===== config.mk =====
export PLATFORM = sky130hd
export DESIGN_NAME = fpm_mac_dp
export DESIGN_NICKNAME = d
export VERILOG_FILES = /design/src/verilog/fpm_pkg.sv /design/src/verilog/fpm_mul_if.sv /design/src/verilog/fpm_mul.sv /design/src/verilog/fpm_mac_dp.sv
export VERILOG_INCLUDE_DIRS = /design/src /design/src/verilog
export SDC_FILE = /design/constraint.sdc
export NUM_CORES = 2
export LEC_CHECK = 0
export ABC_AREA = 1
export BUFFER_PORTS_ARGS = -buffer_cell sky130_fd_sc_hd__buf_2
export CORE_ASPECT_RATIO = 0.7
export CORE_MARGIN = 2
export CORE_UTILIZATION = 60
export DETAILED_ROUTE_END_ITERATION = 16
export HOLD_SLACK_MARGIN = 0.08
export PLACE_DENSITY_LB_ADDON = 0.3
export SLEW_MARGIN = 20
export SYNTH_ARGS = -nofsm -noshare
export SYNTH_HDL_FRONTEND = slang
export SYNTH_SLANG_ARGS = --single-unit

===== constraint.sdc =====
create_clock -name pclk -period 10.62 [get_ports pclk]
set_input_delay 1.062 -clock pclk [delete_from_list [all_inputs] [get_ports pclk]]
set_output_delay 1.062 -clock pclk [all_outputs]
set_load 0.01 [all_outputs]

===== src/verilog/fpm_consts.svh =====
// Constants for the fixed-point multiply/accumulate datapath.
// Assumes a 32-bit APB register window with byte addresses below 8'h28.
`ifndef FPM_CONSTS_SVH
`define FPM_CONSTS_SVH

// ----------------------------------------
// Register byte offsets
// ----------------------------------------
`define FPM_OFS_CTRL      8'h00
`define FPM_OFS_OPX       8'h04
`define FPM_OFS_OPY       8'h08
`define FPM_OFS_CMD       8'h0C
`define FPM_OFS_ACCUMULATOR_A_LO   8'h10
`define FPM_OFS_ACCUMULATOR_A_HI   8'h14
`define FPM_OFS_ACCUMULATOR_B_LO   8'h18
`define FPM_OFS_ACCUMULATOR_B_HI   8'h1C
`define FPM_OFS_WBDATA    8'h20
`define FPM_OFS_STATUS    8'h24

// ----------------------------------------
// Field positions
// ----------------------------------------
`define FPM_CTRL_INT_BIT    0
`define FPM_CTRL_UNSG_BIT   1
`define FPM_CTRL_CONV_BIT   2
`define FPM_CTRL_SAT_A_BIT  3
`define FPM_CTRL_SAT_B_BIT  4
`define FPM_CTRL_SATW_BIT   5
`define FPM_CTRL_WIDE_BIT   6
`define FPM_CTRL_W          7
`define FPM_CMD_OP_HI       3
`define FPM_CMD_OP_LO       0
`define FPM_CMD_TGT_BIT     4
`define FPM_CMD_WB_BIT      5
`define FPM_STAT_W          3

// ----------------------------------------
// Reset values and saturation limits
// ----------------------------------------
`define FPM_CTRL_RST      7'h00
`define FPM_ACC_RST       40'h0000000000
`define FPM_ROUND_HALF    40'h0000008000
`define FPM_MAX_NARROW    40'h007FFFFFFF
`define FPM_MIN_NARROW    40'hFF80000000
`define FPM_MAX_WIDE      40'h7FFFFFFFFF
`define FPM_MIN_WIDE      40'h8000000000
`define FPM_WORD_MAX      16'h7FFF
`define FPM_WORD_MIN      16'h8000

`endif


===== src/verilog/fpm_pkg.sv =====
// Types shared by the multiply/accumulate datapath modules.
// Assumes nothing of its surroundings.
package fpm_pkg;
	// Operation codes, in order from 0
	typedef enum logic [3:0] {
		FPM_OP_CLEAR,
		FPM_OP_DSQ,
		FPM_OP_DSQ_ACC,
		FPM_OP_MUL_ACC,
		FPM_OP_MUL_SUB,
		FPM_OP_MUL,
		FPM_OP_MUL_NEG,
		FPM_OP_PREFETCH,
		FPM_OP_ACC_ADD,
		FPM_OP_ACC_SUB,
		FPM_OP_ACC_NEG
	} fpm_op_t;
	typedef logic [39:0] fpm_acc_t;
endpackage : fpm_pkg


===== src/verilog/fpm_mul_if.sv =====
// Interface between the datapath control and its multiplier.
// Assumes a purely combinational multiplier on the far side.
`timescale 1ns/1ps
`default_nettype none
interface fpm_mul_if;
	logic signed [16:0] op_a;
	logic signed [16:0] op_b;
	logic               frac_mode;
	logic        [39:0] product;
	modport client (output op_a, output op_b, output frac_mode, input product);
	modport unit   (input op_a, input op_b, input frac_mode, output product);
endinterface : fpm_mul_if
`default_nettype wire


===== src/verilog/fpm_mul.sv =====
// 17x17 signed multiplier with fractional alignment shift.
// Assumes operands already extended to 17 bits by the caller.
`timescale 1ns/1ps
`default_nettype none
module fpm_mul
	import fpm_pkg::*;
(
	fpm_mul_if.unit mul
);
	logic signed [33:0] raw;
	logic        [39:0] ext;

	// ----------------------------------------
	// Product and alignment
	// ----------------------------------------
	// Full-width product, so no operand pair can overflow it
	assign raw = mul.op_a * mul.op_b;
	assign ext = {{6{raw[33]}}, raw};
	// Shifter: fractional format drops the duplicated sign bit
	assign mul.product = mul.frac_mode ? {ext[38:0], 1'b0} : ext;
endmodule : fpm_mul
`default_nettype wire


===== src/verilog/fpm_mac_dp.sv =====
// Fixed-point multiply/accumulate datapath with APB register access.
// Assumes one APB master on pclk; one operation per command write.
// Function
// - 17x17 multiplier, shifter, 40-bit adder, two accumulators
// - One datapath operation per command, never overlapped
// - Accumulator add, subtract, negate need no operands
// - Select fractional or integer multiply
// - Select signed or unsigned multiply
// - Select conventional or convergent rounding
// - Separate saturation enables per accumulator
// - Saturation enable for stored words
// - Select normal or wide saturation limit
// - Difference square loads target, no write-back
// - Multiply accumulate adds product, allows write-back
// - Multiply subtract removes product, allows write-back
// - Multiply loads product, no write-back
// - Negated multiply loads minus product, no write-back
// - Prefetch keeps target, allows write-back
`timescale 1ns/1ps
`default_nettype none
`include "fpm_consts.svh"
module fpm_mac_dp
	import fpm_pkg::*;
(
	input  wire logic        pclk,
	input  wire logic        presetn,
	input  wire logic [7:0]  paddr,
	input  wire logic        psel,
	input  wire logic        penable,
	input  wire logic        pwrite,
	input  wire logic [31:0] pwdata,
	output logic      [31:0] prdata,
	output logic             pready,
	output logic             pslverr,
	output logic      [15:0] mem_wr_data,
	output logic             mem_wr_strobe
);
	// ----------------------------------------
	// Declarations
	// ----------------------------------------
	logic [`FPM_CTRL_W-1:0] ctrl_reg;
	logic [15:0]            x_reg;
	logic [15:0]            y_reg;
	fpm_acc_t               acc_a_reg;
	fpm_acc_t               acc_b_reg;
	fpm_acc_t               acc_a_next;
	fpm_acc_t               acc_b_next;
	logic [15:0]            wb_data_reg;
	logic [`FPM_STAT_W-1:0] status_reg;
	logic                   setup;
	logic                   wr_fire;
	logic                   cmd_fire;
	fpm_op_t                cmd_op;
	logic                   cmd_tgt;
	logic                   cmd_wb;
	logic                   addr_ok;
	logic [31:0]            rd_mux;
	logic signed [16:0]     diff;
	logic signed [16:0]     opx;
	logic signed [16:0]     opy;
	logic                   dsq;
	fpm_acc_t               acc_t;
	fpm_acc_t               acc_o;
	logic [40:0]            sum;
	logic                   acc_wr;
	logic [40:0]            sat_out;
	logic                   round_up;
	fpm_acc_t               rounded;
	logic                   word_ovf;
	logic [15:0]            store_word;
	logic                   wb_ok;
	logic                   int_mode;
	logic                   unsg_mode;
	logic                   conv_mode;
	logic                   wide_mode;
	logic                   sat_t_en;
	logic                   sat_w_en;

	fpm_mul_if mul ();

	fpm_mul u_mul (
		.mul (mul.unit)
	);

	// Saturate a 41-bit sum; top bit of the result flags an overflow
	function automatic logic [40:0] fpm_sat(input logic [40:0] s, input logic en,
		input logic wide);
		logic big;
		logic lost;
		big  = wide ? (s[40] != s[39]) : ~((&s[40:31]) | ~(|s[40:31]));
		lost = s[40] != s[39];
		if (en && big) begin
			if (s[40]) begin
				fpm_sat = {1'b1, wide ? `FPM_MIN_WIDE : `FPM_MIN_NARROW};
			end else begin
				fpm_sat = {1'b1, wide ? `FPM_MAX_WIDE : `FPM_MAX_NARROW};
			end
		end else begin
			fpm_sat = {(~en) & lost, s[39:0]};
		end
	endfunction : fpm_sat

	// ----------------------------------------
	// APB slave
	// ----------------------------------------
	// Bus strobes and command fields
	assign setup    = psel & ~penable;
	assign wr_fire  = psel & penable & pready & pwrite;
	assign cmd_fire = wr_fire && (paddr == `FPM_OFS_CMD);
	assign cmd_op   = fpm_op_t'(pwdata[`FPM_CMD_OP_HI:`FPM_CMD_OP_LO]);
	assign cmd_tgt  = pwdata[`FPM_CMD_TGT_BIT];
	assign cmd_wb   = pwdata[`FPM_CMD_WB_BIT];

	// Address decode and read data
	always_comb begin
		addr_ok = 1'b1;
		rd_mux  = 32'h00000000;
		case (paddr)
			`FPM_OFS_CTRL:    rd_mux = {25'h0000000, ctrl_reg};
			`FPM_OFS_OPX:     rd_mux = {16'h0000, x_reg};
			`FPM_OFS_OPY:     rd_mux = {16'h0000, y_reg};
			`FPM_OFS_CMD:     rd_mux = 32'h00000000;
			`FPM_OFS_ACCUMULATOR_A_LO: rd_mux = acc_a_reg[31:0];
			`FPM_OFS_ACCUMULATOR_A_HI: rd_mux = {24'h000000, acc_a_reg[39:32]};
			`FPM_OFS_ACCUMULATOR_B_LO: rd_mux = acc_b_reg[31:0];
			`FPM_OFS_ACCUMULATOR_B_HI: rd_mux = {24'h000000, acc_b_reg[39:32]};
			`FPM_OFS_WBDATA:  rd_mux = {16'h0000, wb_data_reg};
			`FPM_OFS_STATUS:  rd_mux = {29'h00000000, status_reg};
			default:          addr_ok = 1'b0;
		endcase
	end

	// One wait-free access phase; answer prepared in the setup cycle
	always_ff @(posedge pclk or negedge presetn) begin
		if (!presetn) begin
			pready  <= 1'b0;
			pslverr <= 1'b0;
			prdata  <= 32'h00000000;
		end else begin
			pready  <= setup;
			pslverr <= setup & ~addr_ok;
			prdata  <= (setup & ~pwrite) ? rd_mux : 32'h00000000;
		end
	end

	// Configuration and operand registers
	always_ff @(posedge pclk or negedge presetn) begin
		if (!presetn) begin
			ctrl_reg <= `FPM_CTRL_RST;
			x_reg    <= 16'h0000;
			y_reg    <= 16'h0000;
		end else if (wr_fire) begin
			if (paddr == `FPM_OFS_CTRL) begin
				ctrl_reg <= pwdata[`FPM_CTRL_W-1:0];
			end
			if (paddr == `FPM_OFS_OPX) begin
				x_reg <= pwdata[15:0];
			end
			if (paddr == `FPM_OFS_OPY) begin
				y_reg <= pwdata[15:0];
			end
		end
	end

	// ----------------------------------------
	// Mode bits
	// ----------------------------------------
	// fractional or integer
	assign int_mode  = ctrl_reg[`FPM_CTRL_INT_BIT];
	assign unsg_mode = ctrl_reg[`FPM_CTRL_UNSG_BIT];
	assign conv_mode = ctrl_reg[`FPM_CTRL_CONV_BIT];
	assign wide_mode = ctrl_reg[`FPM_CTRL_WIDE_BIT];
	assign sat_t_en  = cmd_tgt ? ctrl_reg[`FPM_CTRL_SAT_B_BIT] : ctrl_reg[`FPM_CTRL_SAT_A_BIT];
	assign sat_w_en  = ctrl_reg[`FPM_CTRL_SATW_BIT];

	// ----------------------------------------
	// Multiplier operands
	// ----------------------------------------
	// difference formed by its own subtracter ahead of the multiplier, always signed
	assign diff = {x_reg[15], x_reg} - {y_reg[15], y_reg};
	assign dsq  = (cmd_op == FPM_OP_DSQ) || (cmd_op == FPM_OP_DSQ_ACC);
	assign opx  = unsg_mode ? {1'b0, x_reg} : {x_reg[15], x_reg};
	assign opy  = unsg_mode ? {1'b0, y_reg} : {y_reg[15], y_reg};
	// one shared multiplier for all product forms
	assign mul.op_a      = dsq ? diff : opx;
	assign mul.op_b      = dsq ? diff : opy;
	assign mul.frac_mode = ~int_mode;

	// ----------------------------------------
	// Adder/subtracter
	// ----------------------------------------
	assign acc_t = cmd_tgt ? acc_b_reg : acc_a_reg;
	assign acc_o = cmd_tgt ? acc_a_reg : acc_b_reg;

	// Sum one bit wider than the accumulator, for overflow detection
	always_comb begin
		sum    = {acc_t[39], acc_t};
		acc_wr = 1'b1;
		case (cmd_op)
			FPM_OP_CLEAR:    sum = 41'h00000000000;
			FPM_OP_DSQ:      sum = {mul.product[39], mul.product};
			FPM_OP_DSQ_ACC:  sum = {acc_t[39], acc_t} + {mul.product[39], mul.product};
			FPM_OP_MUL_ACC:  sum = {acc_t[39], acc_t} + {mul.product[39], mul.product};
			FPM_OP_MUL_SUB:  sum = {acc_t[39], acc_t} - {mul.product[39], mul.product};
			FPM_OP_MUL:      sum = {mul.product[39], mul.product};
			FPM_OP_MUL_NEG:  sum = 41'h00000000000 - {mul.product[39], mul.product};
			FPM_OP_PREFETCH: acc_wr = 1'b0;
			FPM_OP_ACC_ADD:  sum = {acc_a_reg[39], acc_a_reg} + {acc_b_reg[39], acc_b_reg};
			FPM_OP_ACC_SUB:  sum = {acc_t[39], acc_t} - {acc_o[39], acc_o};
			FPM_OP_ACC_NEG:  sum = 41'h00000000000 - {acc_t[39], acc_t};
			default:         acc_wr = 1'b0;
		endcase
	end

	assign sat_out = fpm_sat(sum, sat_t_en, wide_mode);

	// Next accumulator values; only the target moves
	always_comb begin
		acc_a_next = acc_a_reg;
		acc_b_next = acc_b_reg;
		if (cmd_fire && acc_wr) begin
			if (cmd_tgt) begin
				acc_b_next = sat_out[39:0];
			end else begin
				acc_a_next = sat_out[39:0];
			end
		end
	end

	always_ff @(posedge pclk or negedge presetn) begin
		if (!presetn) begin
			acc_a_reg <= `FPM_ACC_RST;
			acc_b_reg <= `FPM_ACC_RST;
		end else begin
			acc_a_reg <= acc_a_next;
			acc_b_reg <= acc_b_next;
		end
	end

	// ----------------------------------------
	// Write-back path
	// ----------------------------------------
	// convergent mode leaves an exact even half alone
	assign round_up = conv_mode | ~((acc_o[15:0] == 16'h8000) & ~acc_o[16]);
	assign rounded  = acc_o + (round_up ? `FPM_ROUND_HALF : `FPM_ACC_RST);
	assign word_ovf = ~((&rounded[39:31]) | ~(|rounded[39:31]));
	// clamp the stored word when enabled
	assign store_word = (sat_w_en && word_ovf) ?
		(rounded[39] ? `FPM_WORD_MIN : `FPM_WORD_MAX) : rounded[31:16];
	// only forms that offer write-back may store
	assign wb_ok = cmd_fire & cmd_wb & ((cmd_op == FPM_OP_CLEAR) |
		(cmd_op == FPM_OP_MUL_ACC) | (cmd_op == FPM_OP_MUL_SUB) |
		(cmd_op == FPM_OP_PREFETCH));

	// store pre-instruction value of the other accumulator
	always_ff @(posedge pclk or negedge presetn) begin
		if (!presetn) begin
			mem_wr_strobe <= 1'b0;
			mem_wr_data   <= 16'h0000;
			wb_data_reg   <= 16'h0000;
		end else begin
			mem_wr_strobe <= wb_ok;
			if (wb_ok) begin
				mem_wr_data <= store_word;
				wb_data_reg <= store_word;
			end
		end
	end

	// Sticky overflow flags, write one to clear; a new event wins
	always_ff @(posedge pclk or negedge presetn) begin
		if (!presetn) begin
			status_reg <= 3'h0;
		end else begin
			status_reg <= (status_reg & ~((wr_fire && paddr == `FPM_OFS_STATUS) ?
				pwdata[2:0] : 3'h0)) | {wb_ok & word_ovf,
				cmd_fire & acc_wr & cmd_tgt & sat_out[40],
				cmd_fire & acc_wr & ~cmd_tgt & sat_out[40]};
		end
	end

	// ----------------------------------------
	// Assertions
	// ----------------------------------------
	logic signed [31:0] chk_ps;
	logic [31:0]        chk_pu;
	logic [31:0]        chk_rc;
	logic               chk_a_in;
	logic               chk_plain;

	// Independent reference values for the checks
	assign chk_ps    = $signed(x_reg) * $signed(y_reg);
	assign chk_pu    = x_reg * y_reg;
	assign chk_rc    = acc_b_reg[31:0] + 32'h00008000;
	assign chk_a_in  = (&acc_a_reg[39:31]) | ~(|acc_a_reg[39:31]);
	assign chk_plain = int_mode & ~ctrl_reg[`FPM_CTRL_SAT_A_BIT];
endmodule : fpm_mac_dp
`default_nettype wire


==> results.py, run 1 <==
metrics = {
    "synth": {
        "syn_inst": 4875,
        "synth-main-ff-cell": "sky130_fd_sc_hd__dfrtp_1",
        "synth_seq_cells": 173,
        "synth.lib_cells_used.distinct": 66,
        "synth-edff-count": 0,
        "synthArstFlopShare_pct": 100,
        "netlist_area_before_placement_sq_mm": 0.0316,
        "synth_nets": 5408,
        "synth_warnings": 0,
        "postSynthAreaPerCell_sq_um": 6.47,
        "seq_area_frac_synth_pct": 13.7,
    },
    "status": {
        "error_that_halted_the_flow": "[ERROR GRT-0232] Routing congestion too high. Check the congestion heatmap in the GUI.",
        "stop_stage": "global routing",
        "outcome": "stopped before the end",
    },
    "clock_network": {
        "cts.sink_count": 173,
        "clock_path_buffers": 2,
        "cts-buffers-inserted": 17,
        "cts-htree-levels": 4,
        "postCtsHoldBufs": 0,
        "buffer_type_at_the_clock_tree_root": "sky130_fd_sc_hd__clkbuf_16",
    },
    "timing": {
        "worst_endpoint_kind": "sequential cell input",
        "last_reported_worst_endpoint_of_the_global_route_repair_pass": "acc_a_reg[23]$_DFFE_PN0P_/D",
    },
    "place": {
        "preCtsSetupSlack_ns": -1.99,
        "dpl.hpwl_microns": 120000,
        "port-buffer-count": 79,
        "gpl.final_weighted_congestion": 1.20,
    },
    "grt": {
        "initial_antenna_violation_count": 22,
        "maximum_number_of_pins_on_one_net_before_global_route_repair": 117,
        "global_route.usage.total_pct": 78.0,
        "grt.overflow.total": 90,
    },
    "floorplan": {
        "start_util_pct": 60.6,
        "io_pins": 96,
        "fp.dieH_microns": 196,
        "rows": 70,
        "die_x_microns": 278,
    },
}
[timing repair]
action,CTS
resized for setup,322
setup endpoints to repair,82
setup buffers,76
gates cloned,4
endpoints found under the hold margin,0
pin swaps,196
[synthesized netlist by cell type (15+ instances only)]
cell	instances	share of area [%]
sky130_fd_sc_hd__a21oi_1	262	4.2
sky130_fd_sc_hd__a221oi_1	25	0.69
sky130_fd_sc_hd__a31oi_1	37	0.73
sky130_fd_sc_hd__clkbuf_1	90	1.1
sky130_fd_sc_hd__dfrtp_1	173	14
sky130_fd_sc_hd__fa_1	300	19
sky130_fd_sc_hd__ha_1	188	7.5
sky130_fd_sc_hd__inv_1	855	10
sky130_fd_sc_hd__inv_2	20	0.24
sky130_fd_sc_hd__nand2_1	1350	16
sky130_fd_sc_hd__nand2_2	16	0.32
sky130_fd_sc_hd__nand3_1	234	3.7
sky130_fd_sc_hd__nand3b_1	15	0.36
sky130_fd_sc_hd__nand4_1	63	1.2
sky130_fd_sc_hd__nor2_1	508	6.0
sky130_fd_sc_hd__nor3_1	46	0.73
sky130_fd_sc_hd__o21ai_0	252	4.0
sky130_fd_sc_hd__o21ai_1	56	0.89
sky130_fd_sc_hd__o21bai_1	15	0.36
sky130_fd_sc_hd__o22ai_1	45	0.89
sky130_fd_sc_hd__or2_2	31	0.61
sky130_fd_sc_hd__xor2_1	66	1.8
[cells by family after synthesis]
kind of cell | Yosys count | synth area share (%)
AO/OA/AOI/OAI | 806 | 14.7
XOR/XNOR | 79 | 2.19
adder cells (fa/ha/maj) | 488 | 26.5
buffers and inverters | 1013 | 12.5
flip-flops | 173 | 13.7
multiplexers | 1 | 0.0317
AND/OR/NAND/NOR | 2315 | 30.3
[per-layer routing]
layer	GRT overflow	track usage, %
met5	0	49.5
met1	6	83.5
met4	28	63.1
met3	6	68.6
met2	50	88.5
[stage by stage]
step                TNS (ns)  std cells  utilization [%]  hold slack, ns  cell area [sq um]
floorplan             -10.40       4875                -           0.453              32100
global placement     -128.98       6214             73.0           0.470              38100
detailed placement   -157.43       6214             73.0           0.486              38100
CTS                  -118.25       6323             77.7           0.504              40500
==> inputs of run 2 (changes only) <==
CORE_ASPECT_RATIO = default   (was 0.7)
CORE_UTILIZATION = 40   (was 60)
HOLD_SLACK_MARGIN = default   (was 0.08)
PLACE_DENSITY_LB_ADDON = 0.15   (was 0.3)
clock period = 13.8 ns   (was 10.62 ns; I/O delays follow)
==> results.py, run 2 <==
metrics = {
    "status": {
        "outcome": "finished clean",
    },
    "synth": {
        "post_synth_main_area_contributors": "sky130_fd_sc_hd__fa_1, sky130_fd_sc_hd__nand2_1, sky130_fd_sc_hd__dfrtp_1",
        "syn_inst": 4875,
        "netlist_area_before_placement_sq_mm": 0.0316,
        "yosysMostFrequentCell": "sky130_fd_sc_hd__nand2_1",
        "synth_seq_cells": 173,
        "synthArstFlopShare_pct": 100,
        "seq_area_frac_synth_pct": 13.7,
        "netlist.top_cell.by_area": "sky130_fd_sc_hd__fa_1",
        "synth-edff-count": 0,
        "synth_nets": 5408,
        "synth.lib_cells_used.distinct": 66,
        "post_synth_most_frequent_cells": "sky130_fd_sc_hd__nand2_1, sky130_fd_sc_hd__inv_1, sky130_fd_sc_hd__nor2_1",
        "synth_warnings": 0,
        "postSynthAreaPerCell_sq_um": 6.47,
        "synth-main-ff-cell": "sky130_fd_sc_hd__dfrtp_1",
        "yosys.area.top_type_share_pct": 19.0,
    },
    "grt": {
        "grt_first_pass_wirelength_microns": 207000,
        "initial_antenna_violation_count": 0,
        "grt_pass1_vias": 32800,
        "maximum_number_of_pins_on_one_net_before_global_route_repair": 79,
        "grt.overflow.total": 0,
        "global_route.usage.total_pct": 33.7,
    },
    "floorplan": {
        "io_pins": 96,
        "rows": 102,
        "fp.dieH_microns": 285,
        "placeableCoreArea_sq_mm": 0.0777,
        "start_util_pct": 40.6,
        "die_x_microns": 285,
        "fp.dieArea_sq_mm": 0.0812,
    },
    "detailed_routing": {
        "post_drt_wl_per_cell_microns": 21.8,
        "number_of_remaining_drc_errors": 0,
        "drt-pass1-iter-count": 9,
        "via_count": 34400,
        "vias_per_cell": 5.43,
        "route.antenna.remaining_nets": 0,
        "detail_route.iter0.violations": 3217,
        "finalWirelength_microns": 138000,
    },
    "setup_path": {
        "critical_path_required_ns": 14.17,
        "worstPathArrival_ns": 13.38,
        "setup.worst_path.start_class": "flip-flop",
        "path_max_fanout": 8,
        "cell_at_the_slowest_stage_of_the_critical_path": "sky130_fd_sc_hd__fa_1",
        "critical_path.max_stage_delay_ns": 0.59,
        "criticalPathCategory": "flip-flop to flip-flop",
        "timing.critical_path.mode_cell": "sky130_fd_sc_hd__nand2_1",
        "endpoint_kind": "flip-flop",
    },
    "timing": {
        "final_min_period_over_clock_period_pct": 94.3,
        "skew_ns": 0.0141,
        "fmax_ghz": 0.0768,
        "max_slew_margin_pct": 10.2,
        "final.setup.worst_slack_ns": 0.781,
        "post_route_setup_tns_ns": 0,
        "hold_violations_final": 0,
        "drv_slew": 0,
        "layout_min_cycle_time_ns": 13.02,
        "tightest_slew_ns": 1.33,
        "fin_worst_hold_slack_ns": 0.494,
        "final-setup-viol-count": 0,
    },
    "clock_network": {
        "cts.reportedPaths.clkPinSlew_ns": 0.08,
        "buffer_type_at_the_clock_tree_root": "sky130_fd_sc_hd__clkbuf_16",
        "cts-buffers-inserted": 17,
        "cts-htree-levels": 4,
        "cts.sink_count": 173,
        "cts_tree": "built",
        "clock_path_buffers": 2,
        "clock_insertion_delay_worst_skew_ns": 0.49,
    },
    "finish": {
        "proportion_of_layout_cells_with_a_drive_suffix_above_1_pct": 15.0,
        "synthToLayoutAreaGrowth_pct": 18.1,
        "final-instance-count-excl-fill": 6336,
        "most-common-layout-cells": "sky130_fd_sc_hd__nand2_1, sky130_fd_sc_hd__inv_1, sky130_fd_sc_hd__nor2_1",
        "layout.filler_cells": 8232,
        "antennaDiodeCount": 0,
        "num-nets-final": 5816,
        "mostFrequentLayoutCell": "sky130_fd_sc_hd__nand2_1",
    },
    "pwr": {
        "p_seq_share_pct": 26.4,
        "power.switching_uw": 812,
        "clockPowerShare_pct": 28.2,
        "cellLeakagePower_nw": 19.9,
        "power-per-cell-area_mw_per_mm2": 51.6,
        "vdd_drop_max_v": 0.0000893,
        "switching_share_pct": 42.2,
        "intPower_mw": 1.11,
        "combinationalPowerShare_pct": 45.4,
    },
    "place": {
        "preCtsSetupSlack_ns": 0.331,
        "port-buffer-count": 79,
        "dpl.hpwl_microns": 115000,
        "gpl.final_weighted_congestion": 1.02,
        "place_inst": 6279,
    },
    "run": {
        "max_cap_violations": 0,
    },
    "min_path": {
        "timing.hold.worst.class": "flip-flop to flip-flop",
    },
}
run 2: cell counts after synthesis:
No cell type changed its count.
run 2: what timing repair did:
action	4_1_cts	5_1_grt
gates resized for setup	0	155
buffers inserted	0	19
hold buffers	0	0
hold endpoints to repair	0	0
endpoints found under the setup margin	0	82
run 2: logic make-up (layout without fill, tap and decap cells):
logic type	count (synthesis)	in the layout	synth area share, %
AO/OA/AOI/OAI	806	806	14.7
adder cells (fa/ha/maj)	488	488	26.5
flip-flops	173	173	13.7
multiplexers	1	1	0.0317
buffers and inverters	1013	1434	12.5
XOR/XNOR	79	79	2.19
AND/OR/NAND/NOR	2315	2315	30.3
run 2: critical path: cells and delay by family (launching register included):
kind,cells,cell delay (ns)
and+or+nand+nor,46,4.54
adders and majority gates,11,4.55
xor gates and xnor gates,1,0.20
AOI/OAI and AO/OA,11,1.18
buffers and inverters,20,2.04
DFF,1,0.35
run 2: layout make-up:
cell class / instances / area (sq um) / area share [%]
tap: 1040 / 1300 / 3.49
timing repair buffer: 516 / 3850 / 10.3
inverter: 886 / 3330 / 8.94
sequential: 173 / 4330 / 11.6
clock inverter: 15 / 200 / 0.537
clock buffer: 17 / 425 / 1.14
multi-input combinational: 3689 / 23800 / 63.9
run 2: path summary, 6_finish.rpt:
| check | start | endpoint | slack (ns) | cells after the start |
|---|---|---|---|---|
| setup / recovery | x_reg[0] | acc_a_reg[14] | 0.78 | 89 |
| hold / removal | y_reg[3] | y_reg[3] | 0.49 | 2 |
| setup reg to reg | x_reg[0] | acc_a_reg[14] | 0.78 | 89 |
| hold reg to reg | y_reg[3] | y_reg[3] | 0.49 | 2 |
| max in group asynchronous | presetn | acc_a_reg[27] | 11.61 | 2 |
| min in group asynchronous | presetn | prdata[12] | 0.93 | 1 |
run 2: metal layers:
metal / vias to the layer above / global-route usage (%) / part of all wire (%) / routed length, microns
met1: 16500 / 47.3 / 44 / 61200
met4: 0 / 14.4 / 4.7 / 6500
met3: 259 / 3.82 / 7.0 / 9680
met5: - / 0 / 0 / 0
li1: 16200 / - / - / -
met2: 1401 / 52.5 / 44 / 61100
run 2: stage by stage:
stage	power (mW)	instance area, sq um	utilization, %
finish	1.92	37300	47.9
global route	2.01	37300	47.9
CTS	1.87	36500	46.9
detailed placement	1.33	35800	46.1
global placement	1.34	35800	46.1
floorplan	0.943	31600	-
run 2: power groups by stage:
stage                     registers [mW]  logic (mW)  clock network, mW
after floorplan                    0.519       0.424                  0
after global placement             0.519       0.817                  0
after detailed placement           0.519       0.816                  0
after CTS                          0.509       0.822              0.540
after global routing               0.509       0.945              0.557
final                              0.509       0.873              0.542
Power figures use the tool's default switching activity.
